$ cat config.mk
export PLATFORM = sky130hd
export DESIGN_NAME = bmamd_decoder
export DESIGN_NICKNAME = d
export VERILOG_FILES = /design/src/hw/bmamd_pkg.sv /design/src/hw/bmamd_decoder.sv /design/src/hw/bmamd_lane_steer.sv
export SDC_FILE = /design/constraint.sdc
export NUM_CORES = 1
export LEC_CHECK = 0
export ABC_CLOCK_PERIOD_IN_PS = 2700
export BUFFER_PORTS_ARGS = -buffer_cell sky130_fd_sc_hd__clkbuf_2
export CORE_ASPECT_RATIO = 0.75
export CORE_MARGIN = 3
export CORE_UTILIZATION = 45
export CTS_BUF_LIST = sky130_fd_sc_hd__clkbuf_4 sky130_fd_sc_hd__clkbuf_8
export CTS_CLUSTER_SIZE = 25
export DETAILED_ROUTE_END_ITERATION = 7
export PLACE_DENSITY = 0.77
export SETUP_SLACK_MARGIN = 0.5
export SYNTH_ARGS = -nofsm -noshare
export SYNTH_HDL_FRONTEND = slang
export SYNTH_SLANG_ARGS = --single-unit
$ cat constraint.sdc
create_clock -name mclk -period 2.7 [get_ports mclk]
set_input_delay 0.405 -clock mclk [delete_from_list [all_inputs] [get_ports mclk]]
set_output_delay 0.405 -clock mclk [all_outputs]
set_load 0.01 [all_outputs]
$ cat src/hw/bmamd_pkg.sv
package bmamd_pkg;

  // ----------------------------------------
  // Operating modes and decode targets
  // ----------------------------------------
  typedef enum logic [2:0] {
    MODE_NORM_SINGLE,
    MODE_SEC_SINGLE,
    MODE_NORM_EXP,
    MODE_SEC_EXP,
    MODE_NORM_DFBOOT,
    MODE_SEC_DFBOOT
  } bmamd_mode_type;

  typedef enum logic [2:0] {
    TGT_NONE,
    TGT_EXT,
    TGT_SRAM,
    TGT_PFLASH,
    TGT_DFLASH,
    TGT_PERIPH
  } bmamd_target_type;

  // ----------------------------------------
  // Access sizes
  // ----------------------------------------
  localparam logic [1:0] SIZE_BYTE = 2'h0;
  localparam logic [1:0] SIZE_HALF = 2'h1;
  localparam logic [1:0] SIZE_WORD = 2'h2;

  // ----------------------------------------
  // Address map configuration codes
  // ----------------------------------------
  localparam logic [23:0] MAP_PREFIX = 24'hf0000b;
  localparam logic [7:0] MAP_RST_NORM_SINGLE = 8'h98;
  localparam logic [7:0] MAP_RST_SEC_SINGLE = 8'h08;
  localparam logic [7:0] MAP_RST_NORM_EXP = 8'h89;
  localparam logic [7:0] MAP_RST_SEC_EXP = 8'h09;
  localparam logic [7:0] MAP_RST_DFBOOT = 8'h80;
  localparam logic [7:0] MAP_EMPTY = 8'h00;
  localparam logic [3:0] NIB_NONE = 4'h0;
  localparam logic [3:0] NIB_PFLASH = 4'h8;
  localparam logic [3:0] NIB_EXT = 4'h9;
  localparam logic [3:0] NIB_SRAM = 4'hb;

  // ----------------------------------------
  // Region layout
  // ----------------------------------------
  localparam logic [2:0] REGION_BASE0 = 3'h0;
  localparam logic [2:0] REGION_BASE1 = 3'h1;
  localparam logic [2:0] REGION_SRAM = 3'h2;
  localparam logic [5:0] PERIPH_TOP = 6'h3f;
  localparam logic [5:0] SLOT_AREA = 6'h00;
  localparam logic [31:0] SRAM_WIN_BYTES = 32'h0008_0000;
  localparam logic [31:0] PFLASH_WIN_BASE = 32'hfc10_0000;
  localparam logic [31:0] DFLASH_BASE = 32'hfe00_0000;
  localparam logic [31:0] DFLASH_BYTES = 32'h0000_8000;
  localparam logic [63:0] SLOT_FIXED_MASK = 64'h1586_287f_0007_0007;
  localparam logic [63:0] SLOT_OPT_MASK = 64'h0218_4180_0000_0000;

endpackage

$ cat src/hw/bmamd_decoder.sv
`timescale 1ns/1ns
module bmamd_decoder #(
  parameter bit HAS_EXT_BUS = 1'b1,
  parameter logic [31:0] PFLASH_BYTES = 32'h0008_0000,
  parameter logic [31:0] SRAM_BYTES = 32'h0000_8000,
  parameter logic [63:0] OPT_SLOTS = 64'hffff_ffff_ffff_ffff
) (
  input wire logic mclk,
  input wire logic rst_b,
  input wire logic [2:0] bootMode,
  input wire logic errEnable,
  input wire logic mapWrEn,
  input wire logic [31:0] mapWrData,
  input wire logic reqValid,
  input wire logic [31:0] reqAddr,
  input wire logic [1:0] reqSize,
  input wire logic reqWrite,
  input wire logic rdInValid,
  input wire logic [31:0] rdIn,
  input wire logic dbgReq,
  input wire logic dbgRecovery,
  output logic [31:0] addressMapConfig,
  output logic mapWrRefused,
  output logic securedMode,
  output logic selValid,
  output bmamd_pkg::bmamd_target_type selTarget,
  output logic [31:0] selOffset,
  output logic [5:0] selSlot,
  output logic selWrite,
  output logic [1:0] selSize,
  output logic respError,
  output logic rdOutValid,
  output logic [31:0] rdOut,
  output logic dbgGrant,
  output logic dbgDeny
);

  // ----------------------------------------
  // State
  // ----------------------------------------
  logic bootDone_r, dfAtZero_r, mapWrRefused_r, selValid_r, selWrite_r, respError_r;
  logic rdOutValid_r, dbgGrant_r, dbgDeny_r, securedMode_r;
  bmamd_pkg::bmamd_mode_type mode_r;
  bmamd_pkg::bmamd_target_type selTarget_r;
  logic [7:0] mapLow_r;
  logic [5:0] selSlot_r;
  logic [1:0] selSize_r, selOff_r;
  logic [31:0] selOffset_r, rdOut_r;

  // ----------------------------------------
  // Mode classification
  // ----------------------------------------
  logic secExp, secured, dfBoot, extUsable;
  assign secExp = (mode_r == bmamd_pkg::MODE_SEC_EXP);
  assign dfBoot = (mode_r == bmamd_pkg::MODE_NORM_DFBOOT) ||
                  (mode_r == bmamd_pkg::MODE_SEC_DFBOOT);
  assign secured = secExp || (mode_r == bmamd_pkg::MODE_SEC_SINGLE) ||
                   (mode_r == bmamd_pkg::MODE_SEC_DFBOOT);
  // External bus only exists on some variants and is shut off in secured
  // single-chip and both data flash boot modes
  assign extUsable = HAS_EXT_BUS && !dfBoot &&
                     (mode_r != bmamd_pkg::MODE_SEC_SINGLE);

  // ----------------------------------------
  // Map code checking
  // ----------------------------------------
  // Legal base nibbles per mode; secured expanded excludes flash, the
  // secured single-chip and data flash boot modes exclude external bus
  function automatic logic nib_ok(input bmamd_pkg::bmamd_mode_type m, input logic [3:0] n);
    logic base;
    base = (n == bmamd_pkg::NIB_NONE) || (n == bmamd_pkg::NIB_SRAM);
    unique case (m)
      bmamd_pkg::MODE_NORM_SINGLE, bmamd_pkg::MODE_NORM_EXP: begin
        nib_ok = base || (n == bmamd_pkg::NIB_PFLASH) || (n == bmamd_pkg::NIB_EXT);
      end
      bmamd_pkg::MODE_SEC_EXP: begin
        nib_ok = base || (n == bmamd_pkg::NIB_EXT);
      end
      bmamd_pkg::MODE_SEC_SINGLE, bmamd_pkg::MODE_NORM_DFBOOT,
      bmamd_pkg::MODE_SEC_DFBOOT: begin
        nib_ok = base || (n == bmamd_pkg::NIB_PFLASH);
      end
      default: begin
        nib_ok = 1'b0;
      end
    endcase
  endfunction

  logic codeOk, mapWrTake, mapWrDrop;
  // Program flash at both bases is never a legal code
  assign codeOk = (mapWrData[31:8] == bmamd_pkg::MAP_PREFIX) &&
                  nib_ok(mode_r, mapWrData[7:4]) && nib_ok(mode_r, mapWrData[3:0]) &&
                  !((mapWrData[7:4] == bmamd_pkg::NIB_PFLASH) &&
                    (mapWrData[3:0] == bmamd_pkg::NIB_PFLASH));
  assign mapWrTake = bootDone_r && mapWrEn && codeOk;
  assign mapWrDrop = bootDone_r && mapWrEn && !codeOk;

  // Reset code by mode, loaded at the first edge after reset release
  bmamd_pkg::bmamd_mode_type strapMode;
  logic [7:0] rstCode;
  assign strapMode = bmamd_pkg::bmamd_mode_type'(bootMode);
  assign rstCode = (strapMode == bmamd_pkg::MODE_NORM_SINGLE) ? bmamd_pkg::MAP_RST_NORM_SINGLE :
                   (strapMode == bmamd_pkg::MODE_SEC_SINGLE) ? bmamd_pkg::MAP_RST_SEC_SINGLE :
                   (strapMode == bmamd_pkg::MODE_NORM_EXP) ? bmamd_pkg::MAP_RST_NORM_EXP :
                   (strapMode == bmamd_pkg::MODE_SEC_EXP) ? bmamd_pkg::MAP_RST_SEC_EXP :
                   bmamd_pkg::MAP_RST_DFBOOT;
  logic strapDf;
  assign strapDf = (strapMode == bmamd_pkg::MODE_NORM_DFBOOT) ||
                   (strapMode == bmamd_pkg::MODE_SEC_DFBOOT);

  // ----------------------------------------
  // Address decode
  // ----------------------------------------
  logic [2:0] region;
  logic [3:0] baseNib;
  logic misaligned, inSramWin;
  logic [31:0] regOff, sramOff, pfOff, dfOff, decOffset;
  assign region = reqAddr[31:29];
  assign regOff = {3'h0, reqAddr[28:0]};
  assign baseNib = (region == bmamd_pkg::REGION_BASE0) ? mapLow_r[3:0] : mapLow_r[7:4];
  // Natural alignment only; an access that breaks it decodes to no target
  assign misaligned = (reqSize == bmamd_pkg::SIZE_HALF) ? reqAddr[0] :
                      (reqSize == bmamd_pkg::SIZE_WORD) ? (reqAddr[1:0] != 2'h0) :
                      (reqSize != bmamd_pkg::SIZE_BYTE);
  assign inSramWin = (regOff < bmamd_pkg::SRAM_WIN_BYTES);
  // Bits above the SRAM size are dropped; SRAM_BYTES must be a power of two
  assign sramOff = regOff & (SRAM_BYTES - 32'h1);

  // Target for the two configurable bases
  bmamd_pkg::bmamd_target_type nibTarget, periphTarget, decTarget;
  assign nibTarget =
    (baseNib == bmamd_pkg::NIB_SRAM) ?
      (inSramWin ? bmamd_pkg::TGT_SRAM : bmamd_pkg::TGT_NONE) :
    (baseNib == bmamd_pkg::NIB_EXT) ?
      (extUsable ? bmamd_pkg::TGT_EXT : bmamd_pkg::TGT_NONE) :
    (baseNib == bmamd_pkg::NIB_PFLASH) ?
      ((!secExp && regOff < PFLASH_BYTES) ? bmamd_pkg::TGT_PFLASH : bmamd_pkg::TGT_NONE) :
    ((region == bmamd_pkg::REGION_BASE0) && dfAtZero_r && (regOff < bmamd_pkg::DFLASH_BYTES)) ?
      bmamd_pkg::TGT_DFLASH : bmamd_pkg::TGT_NONE;

  // Peripheral space: fixed slots, flash programming window, data flash
  logic inPeriph, inSlots, inPfWin, inDfWin;
  logic [5:0] slotIdx;
  logic [63:0] slotMask;
  assign inPeriph = (reqAddr[31:26] == bmamd_pkg::PERIPH_TOP);
  assign inSlots = inPeriph && (reqAddr[25:20] == bmamd_pkg::SLOT_AREA);
  assign slotIdx = reqAddr[19:14];
  // Optional modules that a variant leaves out fall back to reserved
  assign slotMask = bmamd_pkg::SLOT_FIXED_MASK | (bmamd_pkg::SLOT_OPT_MASK & OPT_SLOTS);
  assign pfOff = reqAddr - bmamd_pkg::PFLASH_WIN_BASE;
  assign dfOff = reqAddr - bmamd_pkg::DFLASH_BASE;
  assign inPfWin = (reqAddr >= bmamd_pkg::PFLASH_WIN_BASE) && (pfOff < PFLASH_BYTES);
  assign inDfWin = (reqAddr >= bmamd_pkg::DFLASH_BASE) && (dfOff < bmamd_pkg::DFLASH_BYTES);

  assign periphTarget =
    (inSlots && slotMask[slotIdx]) ? bmamd_pkg::TGT_PERIPH :
    (inPfWin && !secExp) ? bmamd_pkg::TGT_PFLASH :
    (inDfWin && !secExp) ? bmamd_pkg::TGT_DFLASH :
    bmamd_pkg::TGT_NONE;

  // Final selection; misaligned accesses never reach a target
  assign decTarget =
    misaligned ? bmamd_pkg::TGT_NONE :
    ((region == bmamd_pkg::REGION_BASE0) || (region == bmamd_pkg::REGION_BASE1)) ? nibTarget :
    (region == bmamd_pkg::REGION_SRAM) ?
      (inSramWin ? bmamd_pkg::TGT_SRAM : bmamd_pkg::TGT_NONE) :
    inPeriph ? periphTarget : bmamd_pkg::TGT_NONE;
  assign decOffset =
    (decTarget == bmamd_pkg::TGT_SRAM) ? sramOff :
    (decTarget == bmamd_pkg::TGT_PERIPH) ? {18'h0, reqAddr[13:0]} :
    ((decTarget == bmamd_pkg::TGT_PFLASH) && inPeriph) ? pfOff :
    ((decTarget == bmamd_pkg::TGT_DFLASH) && inPeriph) ? dfOff :
    regOff;

  // ----------------------------------------
  // Read lane steering
  // ----------------------------------------
  logic [31:0] steered;
  bmamd_lane_steer u_lane (
    .wordIn(rdIn),
    .accSize(selSize_r),
    .byteOff(selOff_r),
    .steered(steered)
  );

  // ----------------------------------------
  // Boot strap capture and map configuration
  // ----------------------------------------
  // Reset loads a constant; the mode-dependent code follows one edge later
  always_ff @(posedge mclk or negedge rst_b) begin
    if (!rst_b) begin
      bootDone_r <= 1'b0;
      mode_r <= bmamd_pkg::MODE_NORM_SINGLE;
      mapLow_r <= bmamd_pkg::MAP_EMPTY;
      dfAtZero_r <= 1'b0;
      mapWrRefused_r <= 1'b0;
    end else begin
      mapWrRefused_r <= mapWrDrop;
      if (!bootDone_r) begin
        bootDone_r <= 1'b1;
        mode_r <= strapMode;
        mapLow_r <= rstCode;
        dfAtZero_r <= strapDf;
      end else if (mapWrTake) begin
        mapLow_r <= mapWrData[7:0];
        dfAtZero_r <= 1'b0;
      end
    end
  end

  // ----------------------------------------
  // Registered decode result
  // ----------------------------------------
  // Errors only surface when reporting is enabled; otherwise the access
  // quietly selects nothing
  always_ff @(posedge mclk or negedge rst_b) begin
    if (!rst_b) begin
      selValid_r <= 1'b0;
      selTarget_r <= bmamd_pkg::TGT_NONE;
      selOffset_r <= 32'h0;
      selSlot_r <= 6'h0;
      selWrite_r <= 1'b0;
      selSize_r <= bmamd_pkg::SIZE_BYTE;
      selOff_r <= 2'h0;
      respError_r <= 1'b0;
    end else begin
      selValid_r <= reqValid && bootDone_r;
      respError_r <= reqValid && bootDone_r && errEnable &&
                     (decTarget == bmamd_pkg::TGT_NONE);
      if (reqValid && bootDone_r) begin
        selTarget_r <= decTarget;
        selOffset_r <= decOffset;
        selSlot_r <= slotIdx;
        selWrite_r <= reqWrite;
        selSize_r <= reqSize;
        selOff_r <= reqAddr[1:0];
      end
    end
  end

  // ----------------------------------------
  // Read data and debug gate
  // ----------------------------------------
  always_ff @(posedge mclk or negedge rst_b) begin
    if (!rst_b) begin
      rdOutValid_r <= 1'b0;
      rdOut_r <= 32'h0;
      dbgGrant_r <= 1'b0;
      dbgDeny_r <= 1'b0;
      securedMode_r <= 1'b0;
    end else begin
      rdOutValid_r <= rdInValid;
      if (rdInValid) begin
        rdOut_r <= steered;
      end
      dbgGrant_r <= dbgReq && bootDone_r && (!secured || dbgRecovery);
      dbgDeny_r <= dbgReq && !(bootDone_r && (!secured || dbgRecovery));
      securedMode_r <= bootDone_r && secured;
    end
  end

  // ----------------------------------------
  // Outputs
  // ----------------------------------------
  assign addressMapConfig = {bmamd_pkg::MAP_PREFIX, mapLow_r};
  assign mapWrRefused = mapWrRefused_r;
  assign securedMode = securedMode_r;
  assign selValid = selValid_r;
  assign selTarget = selTarget_r;
  assign selOffset = selOffset_r;
  assign selSlot = selSlot_r;
  assign selWrite = selWrite_r;
  assign selSize = selSize_r;
  assign respError = respError_r;
  assign rdOutValid = rdOutValid_r;
  assign rdOut = rdOut_r;
  assign dbgGrant = dbgGrant_r;
  assign dbgDeny = dbgDeny_r;

  // ----------------------------------------
  // Checks
  // ----------------------------------------
  a_refused_map_kept: assert property (
    @(posedge mclk) disable iff (!rst_b)
    mapWrDrop |=> (mapLow_r == $past(mapLow_r)) && mapWrRefused_r)
    else $error("refused map code changed the map");

  a_secexp_reset_code: assert property (
    @(posedge mclk) disable iff (!rst_b)
    $rose(bootDone_r) && secExp |-> addressMapConfig[7:0] == bmamd_pkg::MAP_RST_SEC_EXP)
    else $error("secured expanded boot code wrong");

  a_secexp_no_flash: assert property (
    @(posedge mclk) disable iff (!rst_b)
    selValid_r && secExp |-> (selTarget_r != bmamd_pkg::TGT_PFLASH) &&
                             (selTarget_r != bmamd_pkg::TGT_DFLASH))
    else $error("flash selected in secured expanded mode");

  a_dfboot_zero_flash: assert property (
    @(posedge mclk) disable iff (!rst_b)
    reqValid && bootDone_r && dfAtZero_r && (reqAddr < bmamd_pkg::DFLASH_BYTES) &&
    !misaligned |=> selTarget_r == bmamd_pkg::TGT_DFLASH)
    else $error("data flash not at zero after boot");

  a_periph_slot_fixed: assert property (
    @(posedge mclk) disable iff (!rst_b)
    reqValid && bootDone_r && (reqAddr == 32'hfc00_4000) && (reqSize == bmamd_pkg::SIZE_WORD)
    |=> (selTarget_r == bmamd_pkg::TGT_PERIPH) && (selSlot_r == 6'h01))
    else $error("crossbar slot not decoded");

  a_sram_mirror_offset: assert property (
    @(posedge mclk) disable iff (!rst_b)
    reqValid && bootDone_r && (region == bmamd_pkg::REGION_SRAM) && inSramWin &&
    !misaligned
    |=> (selTarget_r == bmamd_pkg::TGT_SRAM) && (selOffset_r < SRAM_BYTES))
    else $error("SRAM mirror offset out of range");

  a_error_gated: assert property (
    @(posedge mclk) disable iff (!rst_b)
    respError_r |-> $past(errEnable) && (selTarget_r == bmamd_pkg::TGT_NONE) && selValid_r)
    else $error("bus error without enable or with target");

  a_secure_debug_gate: assert property (
    @(posedge mclk) disable iff (!rst_b)
    dbgGrant_r && securedMode |-> $past(dbgRecovery))
    else $error("secured debug granted without recovery");

  a_misaligned_none: assert property (
    @(posedge mclk) disable iff (!rst_b)
    reqValid && bootDone_r && misaligned |=> selTarget_r == bmamd_pkg::TGT_NONE)
    else $error("misaligned access reached a target");

  a_byte_lane_zero: assert property (
    @(posedge mclk) disable iff (!rst_b)
    rdInValid && (selSize_r == bmamd_pkg::SIZE_BYTE) && (selOff_r == 2'h0)
    |=> rdOut_r == {24'h0, $past(rdIn[31:24])})
    else $error("byte lane zero not top byte");

endmodule

$ cat src/hw/bmamd_lane_steer.sv
`timescale 1ns/1ns
module bmamd_lane_steer (
  input wire logic [31:0] wordIn,
  input wire logic [1:0] accSize,
  input wire logic [1:0] byteOff,
  output logic [31:0] steered
);

  // ----------------------------------------
  // Big-endian lane selection
  // ----------------------------------------
  // Byte 0 lives in the top lane, so a byte read shifts by three minus offset
  logic [4:0] byteShift;
  logic [31:0] byteWord;
  logic [15:0] halfSel;
  assign byteShift = {~byteOff, 3'h0};
  assign byteWord = wordIn >> byteShift;
  assign halfSel = byteOff[1] ? wordIn[15:0] : wordIn[31:16];

  // Narrow results sit in the low bits; a word passes whole, so a narrow
  // register comes back in the top lanes followed by its neighbours
  assign steered = (accSize == bmamd_pkg::SIZE_BYTE) ? {24'h0, byteWord[7:0]} :
                   (accSize == bmamd_pkg::SIZE_HALF) ? {16'h0, halfSel} :
                   wordIn;

endmodule

==> results.md, run 1 <==
- For this run, the detailed router's first-pass iteration total came to 6.
- Counting flops and latches in the post-synthesis netlist gives between 90 and 100.
- The die height is ~98 um.
- Across the whole layout, storage elements account for 0.00240 mm^2.
- The number of core rows is 33.
- The number of buffers on the longest clock path is 2.
- The path category of the worst min-delay check is input port to asynchronous set/reset pin.
- The unique cell type count in the Yosys netlist is 63.
- The area of the multi-input gates is 0.00256 mm^2.
- The endpoint identified for the worst register-to-register timing path is selOffset[21].
- The placed wire-length estimate after detailed placement is about 11000 um.
- The worst setup path is launched from an input port.
- Dividing the detail-routed via count by the number of cells gives 5.45.
- The number of endpoints with negative hold slack in the final report is 0.
- The global placement routability congestion is about 0.92.
- After filler insertion, the fill cell instance count of the layout stands at between 900 and 1000.
- The logic depth of the worst register-to-register path is 8.
- The initial antenna violation count came to 0.
- In this run the power density over the cells is between 500 and 600 mW/mm^2.
- The peak fanout along the critical path is 6.
- The overall power after layout is between 3 and 4 mW.
- The start of the worst register-to-register path is mode_r[0].
- For this run, the top clock speed supported by timing is 417 MHz.
- The total global routing overflow is 0.
- In this run the horizontal extent of the chip is around 130 um.
- The static leakage is ~3.3 nW.
- STA puts the critical path data required time at 3010 ps.
- The clock root buffer is clkbuf_8.
- The global-route wire length before repair is roughly 23000 um.
- The critical path contains buffers and inverters numbering 2 combined.
- The synthesized design contains 0 enable-type register cells.
- The die covers approximately 0.013 mm^2.
- The number of warning messages in the yosys log is 0.
- The core area is approximately 0.011 mm^2.
- The starting density of the core is 46.4%.
- Relative to the synthesized area, the layout overhead comes to 34.3%.
- Setup violations remaining at the end of the flow were counted as 0.
- The total number of H-tree levels is 3.
- The largest delay contributor family on the critical path is simple AND/OR/NAND/NOR gates.
- The via count of the first global-routing pass is between 4000 and 5000.
- The latest clock arrival within the worst-skew pair is 370 ps.
- The final-report max-slew violation count is 0.
- Data on the critical path arrives at its endpoint at around 2700 ps.
- The highest-delay cell along the critical path is a211o_4.
- The total instance count after detailed placement is around 830.
- The share of the synthesized area in the top cell type is about 47%.
- dfrtp_1 takes more of the synthesized area than any other cell.
- In this run, post-CTS hold repair placed 0 buffers.
- Synthesis produced a netlist whose cell count is around 480.
- The repair_antennas step left the layout with diodes totalling 0.
- The detail route stage leaves a number of antenna-violating nets equal to 0.
- Clock-pin slew was measured on the worst setup and hold paths at about 100 ps.
- The setup check on the worst reg-to-reg path leaves a slack of around 370 ps.
- The share of total power in combinational logic is about a quarter.
- The final route contains between 4000 and 5000 vias.
- Traced cell by cell, the critical path runs through clkbuf_16 > inv_12 > ha_4 > xor2_4 > nor4b_4 > o2111ai_2 > or3_4 > a211o_4 > nor3b_2 > mux2i_1 > a22o_1.
- The part of the total power dissipated in sequential elements is a little under half.
- The critical path capture point type is a flip-flop.
- Setup repair after global routing could not meet its margin everywhere.
- The first routing iteration left about 200 violations.
- For this run, the number of standard cells in the final layout without fillers is around 850.
- Buffers inserted during clock tree synthesis total 9.
- The total standard cell area after synthesis is slightly above 0.005 mm^2.
- The global routing usage summed across all routing layers is 22.9%.
- The peak ir drop on the vdd network is between 0.0004 and 0.0005 V.
- Summed over all nets, the switching power comes to approximately 1.1 mW.
- Of the cells placed in the final design, the portion with a size suffix greater than 1 is between 40 and 50%.
- After detailed routing, the number of remaining DRC violations is 0.
- The final period utilization is 88.7%.
- The number of input and output port buffers inserted is 200.
- The count of clock tree sinks is 96.
- The post-route clock skew is ~17 ps.
- In this run switching power makes up 30.7% of total power.
- The mean instance size in the synthesized netlist is 10.6 um^2.
- The net count of the finished layout is ~830.
- The final wirelength is 14700 um.
- Cell internal power was estimated by the tool at ~2.6 mW.
- For this run, the share of the core covered by cells in the final layout is 62.2%.
- The transition time at the pin with the least slew margin is 740 ps.
- The most common flop cell mapped by yosys is dfrtp_1.
- The type of the worst setup path is input port to flip-flop.
- The flow ran to the end, and the final reports show no timing, DRC or antenna violations.
- TritonCTS built the clock tree.
- Entering global routing, the biggest net connects 52 pins.
- The worst pin sits at a relative slew slack of 50.7%.
- After detailed routing, the average wire length per cell comes to 17.3 um.
- By area the synthesized netlist is led by dfrtp_1, mux2_2, mux2i_1.
- The part of the power in the clock network is about 28%.
- The number of top-level pins is between 200 and 250.
- The async set or reset register ratio after synthesis is 100%.
- After synthesis, flip-flops and latches occupy 47.0% of the total area.
- The largest single stage delay on the critical path is about 390 ps.
- The number of max-cap violations is 0.
- The smallest clock period supported by the final layout is computed as around 2400 ps.
==> layout make-up <==
cell class                      instances  area share, %
Sequential cell                        96           35.0
Clock inverter                          6           1.31
Clock buffer                           10           1.92
Multi-Input combinational cell        324           37.4
Timing Repair Buffer                  237           19.4
Inverter                               40           2.44
Tap cell                              140           2.55
==> per-layer routing <==
layer	up-vias	part of all wire, %	global-route usage, %	routed length (um)
met2	223	48	36.9	7080
met4	0	1.8	6.38	270
met3	30	6.7	5.74	990
met5	-	0	0	0
met1	2264	43	30.9	6380
li1	2129	-	-	-
==> synth_stat cells (all sizes together) (5+ instances only) <==
master,instances
a21oi,6
a22o,13
and2,5
and3,5
buf,30
clkbuf,15
dfrtp,96
ha,8
inv,40
mux2,32
mux2i,22
mux4,8
nand2,37
nand3,21
nor2,12
nor3,9
nor4,6
nor4b,6
o211ai,5
o21ai,37
o22ai,10
==> registers in the layout, indices dropped and copies added, names as in the netlist, 2 cells and up <==
register	flops
selTarget	3
selSlot	6
selSize	2
rdOut	32
selOffset	32
mapLow_r	8
mode_r	3
==> how the worst max path moves through the flow <==
| stage | startpoint | to | slack, ps | cells after the start |
|---|---|---|---|---|
| floorplan | reqAddr[21] | selOffset[20] | 160 | 10 |
| detailed placement | reqAddr[21] | selOffset[25] | -330 | 11 |
| finish | reqAddr[21] | selOffset[21] | 300 | 11 |
| CTS | reqAddr[21] | selOffset[21] | 330 | 11 |
| global placement | reqAddr[21] | selOffset[20] | -120 | 11 |
| global route | reqAddr[21] | selOffset[21] | 270 | 11 |
==> logic make-up after synthesis <==
group | count (synthesis) | synth area share, %
other | 2 | 0.147
xor gates and xnor gates | 2 | 0.343
and+or+nand+nor | 129 | 14.5
DFF | 96 | 47.0
muxes | 62 | 14.9
buffers and inverters | 85 | 8.13
adders and majority gates | 8 | 1.96
AOI/OAI and AO/OA | 98 | 13.0
==> stage by stage <==
step	TNS, ps	instance area (um^2)	hold slack, ps	worst slack [ps]
floorplan	0	5250	109	160
global placement	-571	6360	439	-117
detailed placement	-3900	6360	456	-333
CTS	0	6730	42.5	332
global route	0	6860	50.8	266
finish	0	6860	26.2	304
==> power groups by stage <==
stage          Clock (mW)  Combinational [mW]  Sequential (mW)
2_1_floorplan           0               0.435             1.81
5_1_grt              1.14                1.03             1.78
4_1_cts              1.09               0.919             1.75
3_3_place_gp            0               0.873             1.77
6_report             1.06               0.939             1.75
3_5_place_dp            0               0.898             1.78
==> layout by cell type (no fill, tap or decap), types with 13 or more instances in the layout <==
cell and instances:
o21ai_0 34, buf_4 35, dfrtp_1 96, nand2_1 36, a22o_1 13, nand3_1 21
clkbuf_2 197, inv_1 36, mux2_2 31, mux2i_1 22, conb_1 25
==> worst register-to-register path: cells and delay by family, from the launching register on <==
family           cells  cell delay [ps]
flip-flops           1              390
AND/OR/NAND/NOR      3              840
AO/OA/AOI/OAI        4              820
multiplexers         1              230
==> timing repair <==
action                                  4_1_cts  5_1_grt
resized for setup                            18       20
pin swaps                                    12       12
endpoints found under the setup margin       23       22
setup buffers                                 8        4
No activity file was read; power rests on OpenSTA's default activity.
==> run 2, diff against run 1 <==
==> constraint.sdc (replaced) <==
create_clock -name mclk -period 2.7 [get_ports mclk]
set_input_delay 0.405 -clock mclk [delete_from_list [all_inputs] [get_ports mclk]]
set_output_delay 0.405 -clock mclk [all_outputs]
set_load 0.005 [all_outputs]
==> results.md, run 2 (synthesis gave the netlist of run 1 again) <==
- The library cells used most frequently in the layout, excluding fill and tap cells, are clkbuf_2, dfrtp_1, inv_1.
- The achievable clock frequency is about 420 MHz.
- The final wirelength is 14500 um.
- The tightest min-delay check is of the input port to asynchronous set/reset pin type.
- The tree is rooted in a clkbuf_8.
- The run finished with clean final reports.
- Entering global routing, the biggest net connects 57 pins.
- The horizontal die dimension is 129 um.
- The total CTS buffers is 9.
- The number of remaining DRC errors is 0.
- The count of clock tree sinks is 96.
- The switching component of the power is 1.07 mW.
- The number of endpoints with negative hold slack in the final report is 0.
- Dividing the final minimum period by the clock period gives ~89%.
- The library cell used most frequently in the layout, excluding fill and tap cells, is clkbuf_2.
- The peak fanout along the critical path is 5.
- Setup violations remaining at the end of the flow were counted as 0.
- The total overflow left after global routing is 0.
- Before antenna repair, the detailed router went through 5 iterations.
- The number of top-level pins is around 230.
- The part of the total power dissipated in sequential elements is a little under half.
- Clock-pin slew was measured on the worst setup and hold paths at around 100 ps.
- The final routed wire length divided by cell count is between 15 and 20 um.
- The tool flagged a number of max-cap violations equal to 0.
- The first global-routing pass estimated between 20000 and 25000 um of wire.
- The analysis attributes to cell leakage a power of ~3.4 nW.
- The post-route clock skew is ~15 ps.
- STA classifies the critical path startpoint as an input port.
- On the critical path, the stage with the largest delay is an instance of or3_4.
- Relative to the synthesized area, the layout overhead comes to 34.5%.
- The global routing usage summed across all routing layers is between 20% and 30%.
- The max-slew headroom at the worst pin is between 30 and 40%.
- The starting density of the core is a little under half.
- The initial antenna violation count is 0.
- Setup repair after global routing could not meet its margin everywhere.
- The number of input and output port buffers inserted is 200.
- By startpoint and endpoint, the worst setup path is classified as input port to flip-flop.
- The die height is ~100 um.
- In the final layout, the multi-input gates occupy 0.00255 mm^2.
- The share of total power in combinational logic is 23.6%.
- In this run the standard cell core region covers around 0.011 mm^2.
- The placed wire-length estimate after detailed placement is 11100 um.
- The required arrival time at the worst endpoint is 3010 ps.
- The number of diodes is 0.
- The number of core rows is 33.
- The H-tree was split into 3 levels.
- The worst setup margin is slightly below 300 ps.
- Summing internal, switching and leakage power gives between 3 and 4 mW.
- The sequential cells in the finished layout cover a total of roughly 0.0024 mm^2.
- The final-stage net count is between 800 and 900.
- The delay of the slowest cell on the worst path is 380 ps.
- The quantity of hold-fixing buffers added after cts is 0.
- The clock network burns between 20 and 30% of the power.
- The die covers 0.0127 mm^2.
- The transition time at the pin with the least slew margin is about 940 ps.
- The clock period minus worst slack is between 2000 and 2500 ps.
- The global placement routability congestion is about 0.93.
- The cell-internal power is ~2.6 mW.
- No sink is reached through more buffers than the 2 on the longest clock path.
- The number of nets with antenna violations after routing is 0.
- The via count is about 4600.
- After the first detailed-routing iteration, the DRC count stood at around 230.
- The later pin in the worst-skew pair is clocked with a latency of 360 ps.
- TritonCTS built the clock tree.
- For the worst setup path, the data arrival time is 2710 ps.
- The layout cell share with drive strength beyond 1 is between 40% and 50%.
- The final-report max-slew violation count is 0.
- The critical path capture point type is a flip-flop.
- The via count of the first global-routing pass is between 4000 and 5000.
- The switching power share of the total is a little under 30%.
- At the placement stage, the worst setup path has a slack of -209 ps.
- The total power density per cell area is around 530 mW/mm^2.
- The vias per cell is between 5 and 6.
- The peak ir drop on the vdd network is between 0.0002 and 0.0003 V.
- Fill cells in the final layout number around 940.
- The signal on the critical path passes through clkbuf_16 > inv_12 > ha_4 > xor2_1 > nor4b_2 > o2111ai_2 > or3_4 > a211o_4 > nor3b_4 > mux2i_1 > a22o_1.
## run 2: what timing repair did
item                                    4_1_cts  5_1_grt
setup buffers                                 9        7
cloned                                        0        0
endpoints found under the hold margin         0        0
pin swaps                                    21       17
gates resized for setup                      25       17
endpoints found under the setup margin       22       22
## run 2: path summary, 6_finish.rpt
kind                               startpoint            end  slack [ps]  cells after the start
worst max-delay path              reqAddr[21]  selOffset[21]         300                     11
worst min-delay path                    rst_b       rdOut[2]          20                      1
worst max register to register      mode_r[1]  selOffset[21]         380                      8
worst min register to register  selOffset[30]  selOffset[30]         490                      1
max in group asynchronous               rst_b     dfAtZero_r        1990                      2
min in group mclk                     mapWrEn   mapWrRefused         270                      3
## run 2: per-stage QoR
step / setup TNS [ps] / cells / hold slack (ps) / cell area (um^2) / utilization (%)
2_1_floorplan: 0 / 505 / 109 / 5240 / -
3_3_place_gp: -637 / 823 / 422 / 6340 / 57.6
3_5_place_dp: -1770 / 823 / 433 / 6340 / 57.6
4_1_cts: 0 / 848 / 29.3 / 6760 / 61.3
5_1_grt: 0 / 855 / 29.1 / 6870 / 62.4
6_report: 0 / 855 / 24.4 / 6870 / 62.4
## run 2: final cells by class
class                      instances  area share [%]
timing repair buffer             239            19.7
multi-input combinational        324            37.1
clock inverter                     6            1.33
inverter                          40            2.44
sequential                        96            34.9
tap                              140            2.55
clock buffer                      10            1.91
## run 2: worst max-delay path: cells and delay by family
family / cells / cell delay (ps)
simple gates: 3 / 910
compound gates: 3 / 710
mux: 1 / 230
buf+inv: 2 / 150
fa+ha+maj: 1 / 150
xor+xnor: 1 / 150
## run 2: power by group through the flow
| stage | combinational [mW] | clock [mW] | sequential [mW] |
|---|---|---|---|
| 2_1_floorplan | 0.427 | 0 | 1.75 |
| 3_3_place_gp | 0.800 | 0 | 1.76 |
| 3_5_place_dp | 0.830 | 0 | 1.77 |
| 4_1_cts | 0.860 | 1.10 | 1.74 |
| 5_1_grt | 0.957 | 1.16 | 1.76 |
| 6_report | 0.866 | 1.06 | 1.74 |
## run 2: routing by layer
metal  routed length, um  global-route usage [%]
met5                   0                       0
met2                7160                    37.1
met3                1090                    5.69
met1                6070                    30.2
met4                 134                    5.33
==> run 3, diff against run 2 <==
Settings changed: CAP_MARGIN set to 20, PLACE_DENSITY 0.77 to 0.79.
==> results.md, run 3 (synthesis gave the netlist of run 1 again) <==
- The run finished with clean final reports.
- The via count is approximately 4500.
- The final wirelength is ~14000 um.
- The required arrival time at the worst endpoint is 2950 ps.
- Summing all placed instances gives a cell area of 0.00634 mm^2.
- The total buffers and inverters traversed by the critical path is 2.
- The most frequent standard cell in the layout excluding fill and tap cells is clkbuf_2.
- The filler cell count is around 960.
- The core area is around 0.011 mm^2.
- For this design the static power due to leakage is between 3 and 4 nW.
- The via count of the first global-routing pass is approximately 4600.
- The setup-violating endpoint count in the final report is 0.
- The vias per cell is between 5 and 6.
- The final-report max-slew violation count came to 0.
- The post-layout instance area is just under 0.007 mm^2.
- The path class of the tightest hold or removal check is input port to asynchronous set/reset pin.
- Along the worst path, the maximum fanout reaches 5.
- The number of remaining DRC errors is 0.
- The die height is approximately 98 um.
- The achievable clock frequency is 425 MHz.
- Across all hold checks on the routed design, the worst slack comes to between 40 and 50 ps.
- Entering global routing, the biggest net connects 52 pins.
- The number of endpoints with negative hold slack in the final report is 0.
- In the layout the commonest cells are clkbuf_2, dfrtp_1, inv_1.
- The largest delay contributor family on the critical path is compound AO/OA/AOI/OAI gates.
- The initial antenna violation count is 0.
- The number of core rows is 33.
- TritonCTS built the clock tree.
- The die covers 0.0127 mm^2.
- The highest-delay cell along the critical path is or3_4.
- The total CTS buffers is 9.
- The total power density per cell area is 540 mW/mm^2.
- The latest clock arrival within the worst-skew pair is 360 ps.
- The global routing usage summed across all routing layers is approximately 22%.
- The number of buffers on the longest clock path is 2.
- The transition time at the pin with the least slew margin is roughly 740 ps.
- Buffers inserted to repair hold after CTS numbered 0.
- Between clock sinks in the finished design, the worst skew comes to between 5 and 6 ps.
- Walking the worst path, the cells encountered are clkbuf_16 > inv_12 > ha_4 > o21bai_4 > a211o_1 > and3_4 > or3_4 > a211o_4 > a21oi_1 > nor3_2 > a32o_1.
- The final critical path takes up between 80 and 90% of the cycle.
- The root buffer cell chosen for the clock tree is clkbuf_8.
- The first global-routing pass estimated 22900 um of wire.
- In this design, the stage delay of the slowest critical-path cell is ~380 ps.
- The critical path capture point type is a flip-flop.
- The worst setup path is of the input port to flip-flop kind.
- The net count of the finished layout is approximately 820.
- Dividing the detail-routed wire length by the instance count gives approximately 17 um.
- Routability-driven placement finished with a final weighted congestion of 0.897.
- The max-slew headroom at the worst pin is roughly half.
- Setup repair after global routing could not meet its margin everywhere.
- The number of nets with antenna violations after routing is 0.
- The H-tree was split into 3 levels.
- The number of diodes is 0.
- The initial utilization of the core area, before any placement, comes to between 40 and 50%.
- The post-route netlist has 45.6% of its cells at a drive strength greater than 1.
- The number of design-rule violations left by the first detailed-router iteration is ~220.
- Cells fill roughly 61% of the core in the end.
- For this design the top-level I/O count stands at between 200 and 250.
- The critical path starts at reqAddr[21].
- After clock tree synthesis, the clock-pin slew on the worst setup and hold paths is 90 ps.
- The number of optimization iterations in the first detailed-route pass is 4.
- The startpoint identified for the worst register-to-register timing path is mode_r[1].
- IR analysis of the VDD net gives a maximum drop of 0.000321 V.
- The number of input and output port buffers inserted is 200.
- The wire-length estimate of the detail-placed layout is 10900 um.
- The setup TNS is 0 ps.
- For the worst setup path, the data arrival time is 2610 ps.
- The logic depth of the worst register-to-register path is 8.
- Following the worst setup path forward leads to its endpoint at selOffset[25].
- The total overflow left after global routing is 0.
- The clock period minus worst slack is between 2000 and 2500 ps.
- Clock tree synthesis found a total of 96 sinks.
- Relative to the synthesized area, the layout overhead comes to 32.5%.
- The number of max-cap violations is 0.
- The endpoint of the most critical register-to-register path is selOffset[25].
- From left edge to right edge, the die measures 129 um.
- The critical path crosses 11 cells after its start point.
- The setup slack of the worst register-to-register path is around 390 ps.
- The worst setup path is launched from an input port.
run 3: changes by cell type in the layout (fill, tap and decap cells not counted), sizes merged:
cell	previous run	this run
buf	40	31
run 3: worst min-delay path by stage:
stage	from	end	slack [ps]
detailed placement	rst_b	rdOut[9]	460
CTS	rst_b	rdOut[9]	50
global route	rst_b	rdOut[17]	70
global placement	rst_b	rdOut[10]	450
finish	rst_b	rdOut[9]	40
floorplan	rst_b	bootDone_r	110
run 3: where the power goes:
group	leakage, nW	switching [mW]	internal (mW)
clock	0.115	0.519	0.539
combinational	1.98	0.410	0.438
sequential	1.20	0.136	1.61
run 3: worst reg2reg max path, cell delays in order (launching register included):
cell and delay [ps]:
dfrtp_2 410, and3b_2 260, a21oi_4 140, o2111ai_2 140, or3_4 360, a211o_4 370, a21oi_1 180, nor3_2 80
a32o_1 260
run 3: through the flow:
| step | setup slack (ps) | power (mW) | instances |
|---|---|---|---|
| 2_1_floorplan | 160 | 2.17 | 505 |
| 3_3_place_gp | -113 | 2.56 | 823 |
| 3_5_place_dp | -216 | 2.60 | 823 |
| 4_1_cts | 408 | 3.69 | 846 |
| 5_1_grt | 283 | 3.87 | 846 |
| 6_report | 345 | 3.65 | 846 |
run 3: cell type report:
class                           count  area [um^2]  area share, %
Tap cell                          140          175           2.59
Sequential cell                    96         2400           35.5
Inverter                           40          168           2.48
Clock buffer                       10          131           1.94
Timing Repair Buffer              230         1270           18.8
Multi-Input combinational cell    324         2530           37.3
Clock inverter                      6         91.3           1.35
run 3: per-layer routing:
metal | GRT usage, % | share of wire, % | up-vias
li1 | - | - | 2126
met1 | 31.1 | 45 | 2178
met2 | 34.6 | 47 | 173
met3 | 5.14 | 6.5 | 30
met4 | 7.02 | 2.0 | 0
met5 | 0 | 0 | -
run 3: timing repair:
item                                   in CTS  in global routing
pin swaps                                  11                  9
buffers inserted                            7                  0
endpoints found under the hold margin       0                  0
gates resized for setup                    18                 12
setup endpoints to repair                  25                 21
gates cloned                                0                  0
